[config.mk]
export PLATFORM = sky130hd
export DESIGN_NAME = fpc_host
export DESIGN_NICKNAME = d
export VERILOG_FILES = /design/src/shared/fpc_pkg.sv /design/src/design/fpc_host.sv
export VERILOG_INCLUDE_DIRS = /design/src /design/src/shared
export SDC_FILE = /design/constraint.sdc
export NUM_CORES = 1
export LEC_CHECK = 0
export ABC_AREA = 1
export ABC_CLOCK_PERIOD_IN_PS = 3100
export BUFFER_PORTS_ARGS = -buffer_cell sky130_fd_sc_hd__buf_2
export CAP_MARGIN = 20
export CORE_MARGIN = 3
export CORE_UTILIZATION = 47
export CTS_CLUSTER_DIAMETER = 40
export DETAILED_ROUTE_END_ITERATION = 8
export PLACE_DENSITY = 0.67
export SETUP_SLACK_MARGIN = 0.4
export SLEW_MARGIN = 20
export SYNTH_ARGS = -nofsm -noshare
export SYNTH_HDL_FRONTEND = slang
export SYNTH_SLANG_ARGS = --single-unit
[constraint.sdc]
create_clock -name pclk -period 3.1 [get_ports pclk]
set_clock_uncertainty 0.2 [all_clocks]
set_input_delay 0.155 -clock pclk [delete_from_list [all_inputs] [get_ports pclk]]
set_output_delay 0.155 -clock pclk [all_outputs]
set_load 0.02 [all_outputs]
[src/shared/fpc_regs.svh]
// Purpose: register offsets, field positions, reset values and timing counts of the
//          flash command controller
// Assumes: pclk at 200 MHz, 32-bit APB data, one word per register
// Notes:   word-mode unlock addresses; byte mode uses the doubled forms
`ifndef FPC_REGS_SVH
`define FPC_REGS_SVH

// register byte offsets
`define FPC_OFS_CTRL        8'h00
`define FPC_OFS_ADDR        8'h04
`define FPC_OFS_DATA        8'h08
`define FPC_OFS_CMD         8'h0C
`define FPC_OFS_STATUS      8'h10
`define FPC_OFS_RDATA       8'h14

// ctrl fields
`define FPC_CTRL_BYTE       0
`define FPC_CTRL_ACCEL      1
`define FPC_CTRL_RESET      2'h0

// status fields
`define FPC_ST_BUSY         0
`define FPC_ST_BYPASS       1
`define FPC_ST_ERASE        2
`define FPC_ST_WINDOW       3
`define FPC_ST_SUSPEND      4
`define FPC_ST_RDY          5
`define FPC_ST_DONE         6
`define FPC_ST_REFUSED      7

// flash bus values
`define FPC_UNLOCK1_WORD    22'h000555
`define FPC_UNLOCK2_WORD    22'h0002AA
`define FPC_UNLOCK1_BYTE    22'h000AAA
`define FPC_UNLOCK2_BYTE    22'h000555
`define FPC_KEY1            16'h00AA
`define FPC_KEY2            16'h0055
`define FPC_CODE_PROG       16'h00A0
`define FPC_CODE_ERASE      16'h0080
`define FPC_CODE_CHIP       16'h0010
`define FPC_CODE_SECTOR     16'h0030
`define FPC_CODE_BYPASS     16'h0020
`define FPC_CODE_BYP_EXIT1  16'h0090
`define FPC_CODE_BYP_EXIT2  16'h0000
`define FPC_CODE_SUSPEND    16'h00B0
`define FPC_BYTE_MASK       16'h00FF

// timing, in ns as given (erase window in us), and derived cycle counts (least times round up)
`define FPC_CLK_NS          5
`define FPC_CYC(ns)         (((ns) + `FPC_CLK_NS - 1) / `FPC_CLK_NS)
`define FPC_WE_LOW_NS       35
`define FPC_WE_HIGH_NS      30
`define FPC_READ_NS         80
`define FPC_RST_NS          500
`define FPC_SETTLE_NS       100
`define FPC_WINDOW_US       80
`define FPC_WINDOW_CYCLES   ((`FPC_WINDOW_US * 1000) / `FPC_CLK_NS)

`endif

[src/shared/fpc_pkg.sv]
// Purpose: types shared by the flash command controller
// Assumes: constants come from fpc_regs.svh
// Notes:   op codes are the values software writes to the command register
package fpc_pkg;

   // operations software can start
   typedef enum logic [3:0] {
      OP_PROG      = 4'h0,
      OP_BYP_ENTER = 4'h1,
      OP_BYP_PROG  = 4'h2,
      OP_BYP_EXIT  = 4'h3,
      OP_CHIP      = 4'h4,
      OP_SECT      = 4'h5,
      OP_SECT_ADD  = 4'h6,
      OP_SUSPEND   = 4'h7,
      OP_READ      = 4'h8,
      OP_HWRESET   = 4'h9
   } fpc_op_t;

   // engine states, gray along idle-assert-strobe-release-wait
   typedef enum logic [2:0] {
      ST_IDLE    = 3'h0,
      ST_ASSERT  = 3'h1,
      ST_STROBE  = 3'h3,
      ST_RELEASE = 3'h2,
      ST_WAIT    = 3'h6,
      ST_READ    = 3'h7,
      ST_RST     = 3'h5
   } fpc_state_t;

   // one bus write cycle of a command sequence
   typedef struct packed {
      logic [21:0] addr;
      logic [15:0] data;
      logic        last;
   } fpc_cycle_t;

   // flash control pins driven by the controller
   typedef struct packed {
      logic [21:0] addr;
      logic        ce_n;
      logic        oe_n;
      logic        we_n;
      logic        reset_n;
      logic        byte_word_width_select;
      logic        protect_accelerate_pin;
   } fpc_flash_out_t;

endpackage

[src/design/fpc_host.sv]
// Purpose: host-side controller issuing program/erase command sequences to a banked NOR flash
// Assumes: flash inputs synchronous to pclk; software drives it over APB
// Notes:   one sequence at a time; ready_busy_out high means the addressed bank is ready
//
// Summary of operation
// - program is two unlock writes, A0h set-up, then address and data
// - hardware reset aborts a program; software reissues it afterwards
// - bypass entry is two unlock writes then 20h
// - bypass program is A0h then address and data, repeatable
// - bypass exit is 90h at bank address, then 00h anywhere
// - chip erase is six writes ending with 10h
// - sector erase is six writes ending with sector address and 30h
// - more sectors may be added while the 80 us window is open
//
// Implementation choices: the address map and the APB interface to the registers.
`timescale 1ns/1ps
`default_nettype none
`include "fpc_regs.svh"

module fpc_host #(
   parameter int unsigned WINDOW_CYCLES = `FPC_WINDOW_CYCLES
) (
   input  wire logic                  pclk,
   input  wire logic                  presetn,
   input  wire logic [7:0]            paddr,
   input  wire logic                  psel,
   input  wire logic                  penable,
   input  wire logic                  pwrite,
   input  wire logic [31:0]           pwdata,
   output logic      [31:0]           prdata,
   output logic                       pready,
   output logic                       pslverr,
   output fpc_pkg::fpc_flash_out_t    flash_out,
   output logic      [15:0]           flash_dq_out,
   output logic                       flash_dq_oe,
   input  wire logic [15:0]           flash_dq_in,
   input  wire logic                  ready_busy_out
);
   import fpc_pkg::*;

   localparam logic [15:0] WE_LOW_CYC  = 16'(`FPC_CYC(`FPC_WE_LOW_NS));
   localparam logic [15:0] WE_HIGH_CYC = 16'(`FPC_CYC(`FPC_WE_HIGH_NS));
   localparam logic [15:0] READ_CYC    = 16'(`FPC_CYC(`FPC_READ_NS));
   localparam logic [15:0] RST_CYC     = 16'(`FPC_CYC(`FPC_RST_NS));
   localparam logic [15:0] SETTLE_CYC  = 16'(`FPC_CYC(`FPC_SETTLE_NS));
   localparam logic [15:0] WIN_CYC     = 16'(WINDOW_CYCLES);

   fpc_state_t  state;
   fpc_op_t     op;
   logic [2:0]  step;
   logic [15:0] cnt;
   logic [15:0] win_cnt;
   logic [1:0]  ctrl;
   logic [21:0] tgt_addr;
   logic [15:0] tgt_data;
   logic [15:0] rd_data;
   logic        bypass_mode;
   logic        erase_active;
   logic        erase_busy_seen;
   logic        suspended;
   logic        done_flag;
   logic        refused_flag;
   fpc_cycle_t  cyc;
   logic [7:0]  status;

   // unlock address for the current bus width
   function automatic logic [21:0] unlock_addr(input logic second, input logic byte_mode);
      if (byte_mode)
         return second ? `FPC_UNLOCK2_BYTE : `FPC_UNLOCK1_BYTE;
      return second ? `FPC_UNLOCK2_WORD : `FPC_UNLOCK1_WORD;
   endfunction

   // address/data of one write cycle of a sequence
   function automatic fpc_cycle_t cycle_of(input fpc_op_t o, input logic [2:0] s,
                                           input logic bm, input logic [21:0] a,
                                           input logic [15:0] d);
      fpc_cycle_t c;
      c.last = 1'b0;
      c.addr = unlock_addr(1'b0, bm);
      c.data = `FPC_KEY1;
      case (o)
         OP_BYP_PROG: begin
            c.addr = a;
            c.data = (s == 3'h0) ? `FPC_CODE_PROG : d;
            c.last = (s == 3'h1);
         end
         OP_BYP_EXIT: begin
            c.addr = a;
            c.data = (s == 3'h0) ? `FPC_CODE_BYP_EXIT1 : `FPC_CODE_BYP_EXIT2;
            c.last = (s == 3'h1);
         end
         OP_SECT_ADD: begin
            c.addr = a;
            c.data = `FPC_CODE_SECTOR;
            c.last = 1'b1;
         end
         OP_SUSPEND: begin
            c.addr = a;
            c.data = `FPC_CODE_SUSPEND;
            c.last = 1'b1;
         end
         default: begin                                          // unlock-led sequences
            case (s)
               3'h0: c.data = `FPC_KEY1;
               3'h1: begin
                  c.addr = unlock_addr(1'b1, bm);
                  c.data = `FPC_KEY2;
               end
               3'h2: begin
                  if (o == OP_PROG)
                     c.data = `FPC_CODE_PROG;
                  else if (o == OP_BYP_ENTER)
                     c.data = `FPC_CODE_BYPASS;
                  else
                     c.data = `FPC_CODE_ERASE;
                  c.last = (o == OP_BYP_ENTER);
               end
               3'h3: begin
                  if (o == OP_PROG) begin
                     c.addr = a;
                     c.data = d;
                     c.last = 1'b1;
                  end
               end
               3'h4: begin
                  c.addr = unlock_addr(1'b1, bm);
                  c.data = `FPC_KEY2;
               end
               default: begin
                  c.addr = (o == OP_SECT) ? a : unlock_addr(1'b0, bm);
                  c.data = (o == OP_SECT) ? `FPC_CODE_SECTOR : `FPC_CODE_CHIP;
                  c.last = 1'b1;
               end
            endcase
         end
      endcase
      if (bm)
         c.data = c.data & `FPC_BYTE_MASK;
      return c;
   endfunction

   // which operations may start in the present flash mode
   function automatic logic legal(input fpc_op_t o, input logic byp, input logic ers,
                                  input logic win);
      if (o == OP_READ || o == OP_HWRESET)
         return 1'b1;
      if (byp)
         return (o == OP_BYP_PROG) || (o == OP_BYP_EXIT);
      if (ers)
         return (o == OP_SUSPEND) || (o == OP_SECT_ADD && win);
      return (o == OP_PROG) || (o == OP_BYP_ENTER) || (o == OP_CHIP) || (o == OP_SECT);
   endfunction

   // apb strobes and command acceptance
   logic    wr_en;
   logic    cmd_wr;
   logic    accept;
   logic    seq_end;
   fpc_op_t new_op;
   logic    bypass_eff;
   assign wr_en      = psel & penable & pwrite;
   assign cmd_wr     = wr_en && (paddr == `FPC_OFS_CMD);
   assign new_op     = fpc_op_t'(pwdata[3:0]);
   assign bypass_eff = bypass_mode | ctrl[`FPC_CTRL_ACCEL];
   assign accept     = cmd_wr && (new_op == OP_HWRESET ||
                       (state == ST_IDLE && legal(new_op, bypass_eff, erase_active,
                                                  win_cnt != 16'h0000)));
   assign seq_end    = (state == ST_RELEASE) && (cnt == WE_HIGH_CYC - 16'h0001) && cyc.last;
   assign pready     = 1'b1;

   // register writes
   always_ff @(posedge pclk or negedge presetn) begin
      if (!presetn) begin
         ctrl     <= `FPC_CTRL_RESET;
         tgt_addr <= 22'h000000;
         tgt_data <= 16'h0000;
      end else if (wr_en) begin
         if (paddr == `FPC_OFS_CTRL)
            ctrl <= pwdata[1:0];
         if (paddr == `FPC_OFS_ADDR)
            tgt_addr <= pwdata[21:0];
         if (paddr == `FPC_OFS_DATA)
            tgt_data <= pwdata[15:0];
      end
   end

   // sequence engine
   always_ff @(posedge pclk or negedge presetn) begin
      if (!presetn) begin
         state <= ST_IDLE;
         op    <= OP_READ;
         step  <= 3'h0;
         cnt   <= 16'h0000;
      end else if (accept) begin
         op    <= new_op;
         step  <= 3'h0;
         cnt   <= 16'h0000;
         if (new_op == OP_HWRESET)
            state <= ST_RST;
         else if (new_op == OP_READ)
            state <= ST_READ;
         else
            state <= ST_ASSERT;
      end else begin
         case (state)
            ST_ASSERT: state <= ST_STROBE;
            ST_STROBE: begin
               cnt <= cnt + 16'h0001;
               if (cnt == WE_LOW_CYC - 16'h0001) begin
                  cnt   <= 16'h0000;
                  state <= ST_RELEASE;
               end
            end
            ST_RELEASE: begin
               cnt <= cnt + 16'h0001;
               if (cnt == WE_HIGH_CYC - 16'h0001) begin
                  cnt  <= 16'h0000;
                  step <= step + 3'h1;
                  if (!cyc.last)
                     state <= ST_ASSERT;
                  else if (op == OP_PROG || op == OP_BYP_PROG || op == OP_CHIP)
                     state <= ST_WAIT;
                  else
                     state <= ST_IDLE;
               end
            end
            ST_WAIT: begin
               if (cnt < SETTLE_CYC)
                  cnt <= cnt + 16'h0001;
               else if (ready_busy_out)
                  state <= ST_IDLE;
            end
            ST_READ, ST_RST: begin
               cnt <= cnt + 16'h0001;
               if (cnt == ((state == ST_READ) ? READ_CYC : RST_CYC) - 16'h0001)
                  state <= ST_IDLE;
            end
            default: state <= ST_IDLE;
         endcase
      end
   end

   // current cycle latched on entry to each write
   always_ff @(posedge pclk or negedge presetn) begin
      if (!presetn)
         cyc <= '0;
      else if (state == ST_ASSERT)
         cyc <= cycle_of(op, step, ctrl[`FPC_CTRL_BYTE], tgt_addr, tgt_data);
   end

   // pin drive from flops; address and data held across the strobe
   always_ff @(posedge pclk or negedge presetn) begin
      if (!presetn) begin
         flash_out    <= '{addr: 22'h000000, ce_n: 1'b1, oe_n: 1'b1, we_n: 1'b1,
                           reset_n: 1'b1, byte_word_width_select: 1'b0,
                           protect_accelerate_pin: 1'b0};
         flash_dq_out <= 16'h0000;
         flash_dq_oe  <= 1'b0;
         rd_data      <= 16'h0000;
      end else begin
         flash_out.byte_word_width_select <= ~ctrl[`FPC_CTRL_BYTE];  // high selects word
         flash_out.protect_accelerate_pin <= ctrl[`FPC_CTRL_ACCEL];
         flash_out.reset_n <= (state != ST_RST);
         flash_out.we_n    <= !(state == ST_STROBE);
         flash_out.ce_n    <= !(state == ST_STROBE || state == ST_RELEASE || state == ST_READ);
         flash_out.oe_n    <= !(state == ST_READ);
         flash_dq_oe       <= (state == ST_STROBE || state == ST_RELEASE);
         if (state == ST_STROBE) begin
            flash_out.addr <= cyc.addr;
            flash_dq_out   <= cyc.data;
         end else if (state == ST_READ) begin
            flash_out.addr <= tgt_addr;
            if (cnt == READ_CYC - 16'h0001)
               rd_data <= ctrl[`FPC_CTRL_BYTE] ? (flash_dq_in & `FPC_BYTE_MASK) : flash_dq_in;
         end
      end
   end

   // flash mode tracking: bypass, erase, window timer, suspend
   always_ff @(posedge pclk or negedge presetn) begin
      if (!presetn) begin
         bypass_mode     <= 1'b0;
         erase_active    <= 1'b0;
         erase_busy_seen <= 1'b0;
         suspended       <= 1'b0;
         win_cnt         <= 16'h0000;
      end else if (accept && new_op == OP_HWRESET) begin
         bypass_mode     <= 1'b0;
         erase_active    <= 1'b0;
         erase_busy_seen <= 1'b0;
         suspended       <= 1'b0;
         win_cnt         <= 16'h0000;
      end else begin
         if (win_cnt != 16'h0000)
            win_cnt <= win_cnt - 16'h0001;
         if (erase_active && !ready_busy_out)
            erase_busy_seen <= 1'b1;
         if (erase_active && erase_busy_seen && ready_busy_out && win_cnt == 16'h0000) begin
            erase_active    <= 1'b0;
            erase_busy_seen <= 1'b0;
         end
         if (seq_end) begin
            case (op)
               OP_BYP_ENTER: bypass_mode <= 1'b1;
               OP_BYP_EXIT:  bypass_mode <= 1'b0;
               OP_SECT, OP_SECT_ADD: begin
                  erase_active <= 1'b1;
                  // the flash started timing at the write-enable rise, a release ago
                  win_cnt      <= WIN_CYC - (WE_HIGH_CYC - 16'h0001);
               end
               OP_SUSPEND: begin
                  win_cnt         <= 16'h0000;
                  erase_active    <= 1'b0;
                  erase_busy_seen <= 1'b0;
                  suspended       <= 1'b1;
               end
               default: ;
            endcase
         end
      end
   end

   // sticky done and refused flags; hardware set wins over software clear
   always_ff @(posedge pclk or negedge presetn) begin
      if (!presetn) begin
         done_flag    <= 1'b0;
         refused_flag <= 1'b0;
      end else begin
         if (wr_en && paddr == `FPC_OFS_STATUS && pwdata[`FPC_ST_DONE])
            done_flag <= 1'b0;
         if (wr_en && paddr == `FPC_OFS_STATUS && pwdata[`FPC_ST_REFUSED])
            refused_flag <= 1'b0;
         if ((state == ST_WAIT && cnt >= SETTLE_CYC && ready_busy_out) ||
             (seq_end && !(op == OP_PROG || op == OP_BYP_PROG || op == OP_CHIP)) ||
             (state == ST_READ && cnt == READ_CYC - 16'h0001) ||
             (state == ST_RST && cnt == RST_CYC - 16'h0001))
            done_flag <= 1'b1;
         if (cmd_wr && !accept)
            refused_flag <= 1'b1;
      end
   end

   // status word and apb read data, captured in the setup cycle
   assign status = {refused_flag, done_flag, ready_busy_out, suspended,
                    win_cnt != 16'h0000, erase_active, bypass_eff, state != ST_IDLE};

   always_ff @(posedge pclk or negedge presetn) begin
      if (!presetn) begin
         prdata  <= 32'h00000000;
         pslverr <= 1'b0;
      end else if (psel && !penable) begin
         pslverr <= 1'b0;
         case (paddr)
            `FPC_OFS_CTRL:   prdata <= {30'h00000000, ctrl};
            `FPC_OFS_ADDR:   prdata <= {10'h000, tgt_addr};
            `FPC_OFS_DATA:   prdata <= {16'h0000, tgt_data};
            `FPC_OFS_CMD:    prdata <= {28'h0000000, op};
            `FPC_OFS_STATUS: prdata <= {24'h000000, status};
            `FPC_OFS_RDATA:  prdata <= {16'h0000, rd_data};
            default: begin
               prdata  <= 32'h00000000;
               pslverr <= 1'b1;
            end
         endcase
      end
   end

endmodule
`default_nettype wire

==> flow_metrics.env, run 1 <==
export IMPL_syn_area_um2=10500
export IMPL_drive_gt1_frac=0.164
export IMPL_start_util=0.488
export IMPL_hold_violations=0
export IMPL_grt_setup_unrepaired="false"
export IMPL_hold_path_startpoint="paddr[1]"
export IMPL_antenna_left=0
export IMPL_crit_chain="inv_1 -> ha_1 -> inv_1 -> nor2_1 -> nand2_1 -> nor2_1 -> nand3_1 -> nand2_1 -> nand2_1 -> nand2_1 -> nand2_1 -> nand3_2 -> nand2_1 -> o21ai_0"
export IMPL_reg2reg_slack_ps=650
export IMPL_p_leak_nw=6.62
export IMPL_power_switching_mw=3.90
export IMPL_wl_per_cell_um=16.5
export IMPL_routed_wl_um=29100
export IMPL_cts_root_buf="clkbuf_16"
export IMPL_layout_nets=1540
export IMPL_hpwl_um=20000
export IMPL_pwr_share_clk=0.356
export IMPL_cp_end_kind="register"
export IMPL_path_max_fanout=33
export IMPL_sw_frac_of_total=0.358
export IMPL_r2r_cells=14
export IMPL_cp_arrival_ps=2630
export IMPL_comb_power_share=0.319
export IMPL_syn_avg_cell_area_um2=8.08
export IMPL_reg2reg_from="win_cnt[0]"
export IMPL_io_pins=141
export IMPL_setup_violations=0
export IMPL_route_detailed_drc=0
export IMPL_power_density_nw_per_um2=840
export IMPL_fin_crit_ps=2450
export IMPL_cts_tree="yes"
export IMPL_grt_max_degree=92
export IMPL_cts_setup_buffers=0
export IMPL_hold_path_class="input port to register"
export IMPL_status="finished, final reports clean"
export IMPL_synth_edff_count=0
export IMPL_slew_headroom=0.385
export IMPL_crit_type="register to register"
export IMPL_clock_sinks=211
export IMPL_dieArea_um2=24100
export IMPL_core_um2=21500
export IMPL_p_int_mw=6.99
export IMPL_worst_hold_path_num_cells=6
export IMPL_crit_top_cell="nand2_1"
export IMPL_ys_top_cells_by_area="dfrtp_1 49%, nand2_1 11%, o21ai_0 6.0%"
export IMPL_timing_fmax_mhz=408
export IMPL_reg2reg_to="op[1]"
export IMPL_worstSkewPairLatency_ps=500
export IMPL_htree_levels=2
export IMPL_required_ps=3280
export IMPL_yosys_cell_types_count=49
export IMPL_ys_seq_area_frac=0.505
export IMPL_grt_pass1_vias=9071
export IMPL_ys_warn_count=0
export IMPL_layout_cells_non_filler=1766
export IMPL_viasPerCell=5.32
export IMPL_start_kind="register"
export IMPL_worstHoldEndpoint="prdata[9]"
export IMPL_drtPass1Iterations=5
export IMPL_fin_setup_tns_ps=0
export IMPL_dp_cells=1660
export IMPL_synthArstFlopShare=1.00
export IMPL_grt_first_pass_wirelength_um=47000
export IMPL_portBuffers=119
export IMPL_syn_to_final_growth_pct=23.8
export IMPL_die_w_um=155
export IMPL_vias=9394
export IMPL_cts_made_buffers=34
export IMPL_antenna_found_initial=0
export IMPL_tightest_slew_ps=921
export IMPL_seq_power_share=0.324
export IMPL_min_period_over_period=0.790
export IMPL_drv_slew=0
export IMPL_diodes=0
export IMPL_synth_ff_latch_count=211
export IMPL_routabilityCongestion=0.871
export IMPL_synth_ff_type="dfrtp_1"
export IMPL_synth_top_area_cell="dfrtp_1"
export IMPL_die_y_um=155
export IMPL_whs_ps=35.6
export IMPL_initialDrtViolationCount=572
export IMPL_clock_path_buffers=3
export IMPL_row_count=53
export IMPL_grt_overflow_total=0
export IMPL_fillers=1905
export IMPL_ir_drop_uv=668
export IMPL_drv_cap=0
export IMPL_syn_inst=1297
export IMPL_clk_pin_slew_ps=50
export IMPL_slowest_delay_ps=450
export IMPL_grt_use_total=0.242
export IMPL_crit_path_top_delay_cell="nand3_2"
export IMPL_yosysTopAreaCellShare=0.492
stage by stage:
stage / total power, mW / area (um2) / util / setup WS (ps)
2_1_floorplan: 6.07 / 10500 / - / 1050
6_report: 10.9 / 13000 / 0.603 / 652
5_1_grt: 11.6 / 13000 / 0.603 / 422
4_1_cts: 11.0 / 12900 / 0.603 / 597
3_5_place_dp: 7.00 / 11300 / 0.527 / 600
3_3_place_gp: 6.89 / 11300 / 0.527 / 635
cells in the final DEF, fill, tap and decap left out, drive strengths merged, types with 9 or more instances in the layout:
cell         instances
nand2              324
dfrtp              206
inv                170
buf                137
o21ai              133
nor2               104
nand3               91
a21oi               63
dlygate4sd3         46
clkbuf              45
nor3                18
nand4               16
o221ai              15
a22oi               13
o22ai               13
xor2                12
ha                  11
conb                11
o211ai              10
clkinv              10
o31ai                9
cells in the mapped netlist, types with 2 or more instances:
master	count
nand2_1	317
dfrtp_1	206
inv_1	159
o21ai_0	126
nor2_1	94
nand3_1	89
a21oi_1	62
clkbuf_1	34
nand4_1	16
o221ai_1	15
buf_4	14
a22oi_1	13
nor3_1	13
o22ai_1	13
xor2_1	12
ha_1	11
o211ai_1	10
o31ai_1	9
buf_2	8
inv_2	8
nor2_2	7
dfstp_2	5
nand2_2	5
nor3_2	4
o21ai_2	4
a211oi_1	3
a32oi_1	3
clkinv_1	3
nand3b_1	3
nor2_4	3
o21ai_1	3
a31oi_1	2
buf_6	2
conb_1	2
nand2_4	2
nand3_2	2
nor4_1	2
o2111ai_1	2
worst max-delay path: cells and delay by family, from the launching register on:
kind / cells / cell delay, ps
buffers and inverters: 2 / 170
DFF: 1 / 360
and+or+nand+nor: 10 / 1260
AOI/OAI and AO/OA: 1 / 120
adders and majority gates: 1 / 210
cells by family after synthesis:
logic type / count (synthesis) / synth area share
compound gates: 269 / 0.149
other cells: 2 / 0.000717
flops: 211 / 0.505
simple gates: 559 / 0.229
xor+xnor: 13 / 0.0109
mux: 2 / 0.00251
buf+inv: 230 / 0.0899
fa+ha+maj: 11 / 0.0131
how the worst max path moves through the flow:
stage	startpoint	end	slack, ps
CTS	step[0]	cyc[27]	600
floorplan	step[0]	cyc[18]	1050
finish	win_cnt[0]	op[1]	650
global placement	step[0]	cyc[17]	630
detailed placement	step[0]	cyc[27]	600
global route	win_cnt[0]	cnt[3]	420
what timing repair did:
action	4_1_cts	5_1_grt
gates resized for setup	0	4
hold buffers	46	0
endpoints found under the setup margin	0	11
endpoints found under the hold margin	165	0
layout make-up:
cell class / count / area [um2] / area share
flip-flops and latches: 211 / 5290 / 0.408
well taps: 275 / 344 / 0.0265
multi-input cells: 865 / 4300 / 0.331
clock inverters: 16 / 214 / 0.0165
clock buffers: 44 / 960 / 0.0740
inverters: 171 / 643 / 0.0496
repair buffers: 184 / 1220 / 0.0941
routing by layer:
metal  up-vias  part of all wire  GRT usage
li1       4575                 -          -
met1      4490              0.44      0.327
met2       272              0.47      0.398
met3        57             0.053     0.0409
met4         0             0.028     0.0821
met5         -                 0          0
sequential cells by signal, summed over array words and instances (netlist names):
signal           cells
erase_active         1
erase_busy_seen      1
step                 3
win_cnt             16
bypass_mode          1
op                   4
cyc                 39
flash_out           28
flash_dq_oe          1
flash_dq_out        16
tgt_addr            22
pslverr              1
refused_flag         1
ctrl                 2
rd_data             16
suspended            1
prdata              22
tgt_data            16
state                3
done_flag            1
cnt                 16
power groups by stage:
stage,Clock (mW),Sequential (mW),Combinational [mW]
finish,3.88,3.54,3.48
global route,4.08,3.60,3.96
CTS,3.95,3.53,3.50
detailed placement,0,3.57,3.43
global placement,0,3.56,3.32
floorplan,0,3.74,2.33
No activity file was read; power rests on OpenSTA's default activity.
==> inputs of run 2 (changes only) <==
- ABC_AREA: 1 -> 0
- ABC_CLOCK_PERIOD_IN_PS: 3100 -> 2300
- clock period: 3.1 -> 2.3 ns (I/O delays scaled with it)
==> run 2 against run 1 <==
  * The flow now finishes with violations (setup timing)
  * Critical endpoint is now cnt[11]
  * Global-route usage rose by 1.9 points
  * Critical path type is now input port to register
  * Non-clock buffer count rose by 141
  * Final cell count fell by 8.0%
  * Routed wire length rose by 16%
==> flow_metrics.env, run 2 <==
export IMPL_antenna_found_initial=0
export IMPL_syn_to_final_growth_pct=48.3
export IMPL_start_util=0.483
export IMPL_r2r_cells=9
export IMPL_reg2reg_to="cnt[11]"
export IMPL_seq_power_share=0.346
export IMPL_hold_path_startpoint="paddr[2]"
export IMPL_hpwl_um=19700
export IMPL_dieArea_um2=23500
export IMPL_ys_top_cells_by_area="dfrtp_1 50%, mux2_2 6.3%, nand2_1 4.9%"
export IMPL_hold_path_class="input port to register"
export IMPL_route_detailed_drc=0
export IMPL_slew_headroom=0.652
export IMPL_io_pins=141
export IMPL_syn_area_um2=10200
export IMPL_row_count=53
export IMPL_vias=9546
export IMPL_setup_violations=31
export IMPL_drv_slew=0
export IMPL_post_route_cell_area_um2=15100
export IMPL_drive_gt1_frac=0.430
export IMPL_grt_pass1_vias=9219
export IMPL_grt_max_degree=61
export IMPL_portBuffers=119
export IMPL_p_int_mw=9.41
export IMPL_critPathBufInv=6
export IMPL_synth_top_area_cell="dfrtp_1"
export IMPL_synth_common_cells="206 x dfrtp_1, 132 x nand2_1, 93 x nor2_1"
export IMPL_comb_power_share=0.229
export IMPL_hold_violations=0
export IMPL_final_seq_area_um2=5290
export IMPL_ys_warn_count=0
export IMPL_worstSkewPairLatency_ps=510
export IMPL_status="finished, violations left"
export IMPL_routabilityCongestion=0.940
export IMPL_core_um2=21200
export IMPL_grt_overflow_total=0
export IMPL_synth_ff_latch_count=211
export IMPL_cts_root_buf="clkbuf_16"
export IMPL_cp_end_kind="register"
export IMPL_htree_levels=2
export IMPL_initialDrtViolationCount=698
export IMPL_drtPass1Iterations=7
export IMPL_syn_avg_cell_area_um2=9.98
export IMPL_fin_ws_ps=-233
export IMPL_routed_wl_um=33700
export IMPL_timing_fmax_mhz=395
export IMPL_crit_type="input port to register"
export IMPL_dp_slack_ps=-267
export IMPL_viasPerCell=5.88
export IMPL_slowest_delay_ps=620
export IMPL_power_switching_mw=4.02
export IMPL_yosysTopAreaCellShare=0.505
export IMPL_synthArstFlopShare=1.00
export IMPL_worst_hold_path_num_cells=5
export IMPL_grt_setup_unrepaired="true"
export IMPL_cp_top_family="buffers and inverters"
export IMPL_grt_first_pass_wirelength_um=49900
export IMPL_largest_register_ffs=39
export IMPL_pwr_share_clk=0.425
export IMPL_crit_chain="buf_2 -> dlygate4sd3_1 -> buf_4 -> nor2_1 -> o21ai_0 -> a211o_1 -> a41o_1 -> a211oi_4 -> buf_4 -> buf_6 -> buf_12 -> nor2_4"
export IMPL_layout_cells_non_filler=1624
export IMPL_clk_pin_slew_ps=60
export IMPL_min_period_over_period=1.10
export IMPL_sw_frac_of_total=0.299
export IMPL_ir_drop_uv=766
export IMPL_post_dp_cell_area_um2=12000
export IMPL_required_ps=2470
export IMPL_drv_cap=0
export IMPL_wl_per_cell_um=20.8
export IMPL_reg2reg_from="ctrl[1]"
export IMPL_yosys_cell_types_count=65
export IMPL_clock_sinks=211
export IMPL_power_density_nw_per_um2=887
export IMPL_start_kind="input port"
export IMPL_cts_tree="yes"
export IMPL_fin_crit_ps=2530
export IMPL_path_max_fanout=8
export IMPL_mostFrequentLayoutCell="dfrtp_1"
export IMPL_clock_path_buffers=3
export IMPL_reg2reg_slack_ps=-180
export IMPL_dp_cells=1450
export IMPL_tightest_slew_ps=521
export IMPL_grt_use_total=0.261
export IMPL_worstHoldEndpoint="bypass_mode"
export IMPL_layout_nets=1395
export IMPL_layout_common_cells="202 x dfrtp_1, 117 x buf_2, 109 x nand2_1"
export IMPL_crit_top_cell="buf_4"
export IMPL_die_w_um=153
export IMPL_p_leak_nw=6.76
export IMPL_regMostFlops="cyc"
export IMPL_post_synth_top_count_cell="dfrtp_1"
export IMPL_synth_ff_type="dfrtp_1"
export IMPL_fillers=1435
export IMPL_synth_edff_count=0
export IMPL_multiInputGateArea_um2=5570
export IMPL_cp_arrival_ps=2700
export IMPL_power_total_mw=13.4
export IMPL_syn_inst=1023
export IMPL_fin_setup_tns_ps=-5670
export IMPL_cts_made_buffers=35
export IMPL_top_regs="cyc: 39 flops, flash_out: 28 flops"
export IMPL_ys_seq_area_frac=0.518
export IMPL_antenna_left=0
export IMPL_crit_path_top_delay_cell="dlygate4sd3_1"
export IMPL_die_y_um=153
export IMPL_violations="setup timing"
run 2: cell types whose count changed after synthesis, sizes merged, moves of 14 or more:
| cell | previous run | this run |
|---|---|---|
| a22o | 0 | 22 |
| a21oi | 63 | 77 |
| nand2 | 324 | 132 |
| clkbuf | 34 | 52 |
| o221ai | 15 | 0 |
| nand3 | 91 | 30 |
| mux2i | 0 | 31 |
| inv | 167 | 17 |
| mux2 | 2 | 59 |
| o21ai | 133 | 80 |
run 2: routing by layer:
metal / global-route usage / up-vias / wire [um]
met5: 0 / - / 0
met4: 0.0955 / 0 / 1430
met3: 0.0382 / 124 / 2590
met2: 0.416 / 471 / 16300
met1: 0.364 / 4699 / 13400
li1: - / 4252 / -
run 2: per-stage QoR:
step / hold WS [ps] / util
final: 20.5 / 0.716
after global routing: 85.1 / 0.716
after CTS: 6.07 / 0.682
after detailed placement: -104 / 0.565
after global placement: -98.5 / 0.565
after floorplan: -381 / -
run 2: what timing repair did:
item / 4_1_cts / 5_1_grt
setup endpoints to repair: 117 / 147
endpoints found under the hold margin: 278 / 0
hold buffers: 50 / 0
gates resized for setup: 108 / 126
setup buffers: 31 / 25
pin swaps: 60 / 77
gates cloned: 3 / 1
run 2: cell type report:
class,instances,area share
Multi-Input combinational cell,732,0.368
Inverter,17,0.00496
Clock buffer,41,0.0621
Sequential cell,211,0.349
Antenna cell,1,0.000165
Timing Repair Buffer,325,0.171
Tap cell,275,0.0227
Clock inverter,22,0.0222
run 2: power groups by stage:
stage	combinational [mW]	sequential (mW)	clock, mW
after floorplan	1.37	4.89	0
after global placement	2.59	4.63	0
after detailed placement	2.63	4.65	0
after CTS	2.89	4.61	5.76
after global routing	3.34	4.72	5.94
final	3.08	4.65	5.70
run 2: worst min-delay path, delay by kind of cell:
family | cells | cell delay (ps)
buffers and inverters | 2 | 330
and+or+nand+nor | 3 | 240
run 2: worst max path at each step:
stage,from,cells past startpoint,end
finish,pwdata[1],12,cnt[11]
global route,pwdata[1],12,cnt[8]
CTS,win_cnt[7],5,prdata[3]
detailed placement,cnt[1],8,cnt[3]
global placement,cnt[1],8,cnt[3]
floorplan,win_cnt[4],5,prdata[3]
run 2: kinds of logic after synthesis:
| kind of cell | Yosys count | synth area share |
|---|---|---|
| muxes | 92 | 0.101 |
| other | 2 | 0.000735 |
| xor gates and xnor gates | 13 | 0.0111 |
| DFF | 211 | 0.518 |
| AOI/OAI and AO/OA | 240 | 0.148 |
| and+or+nand+nor | 362 | 0.169 |
| adders and majority gates | 11 | 0.0135 |
| buffers and inverters | 92 | 0.0392 |
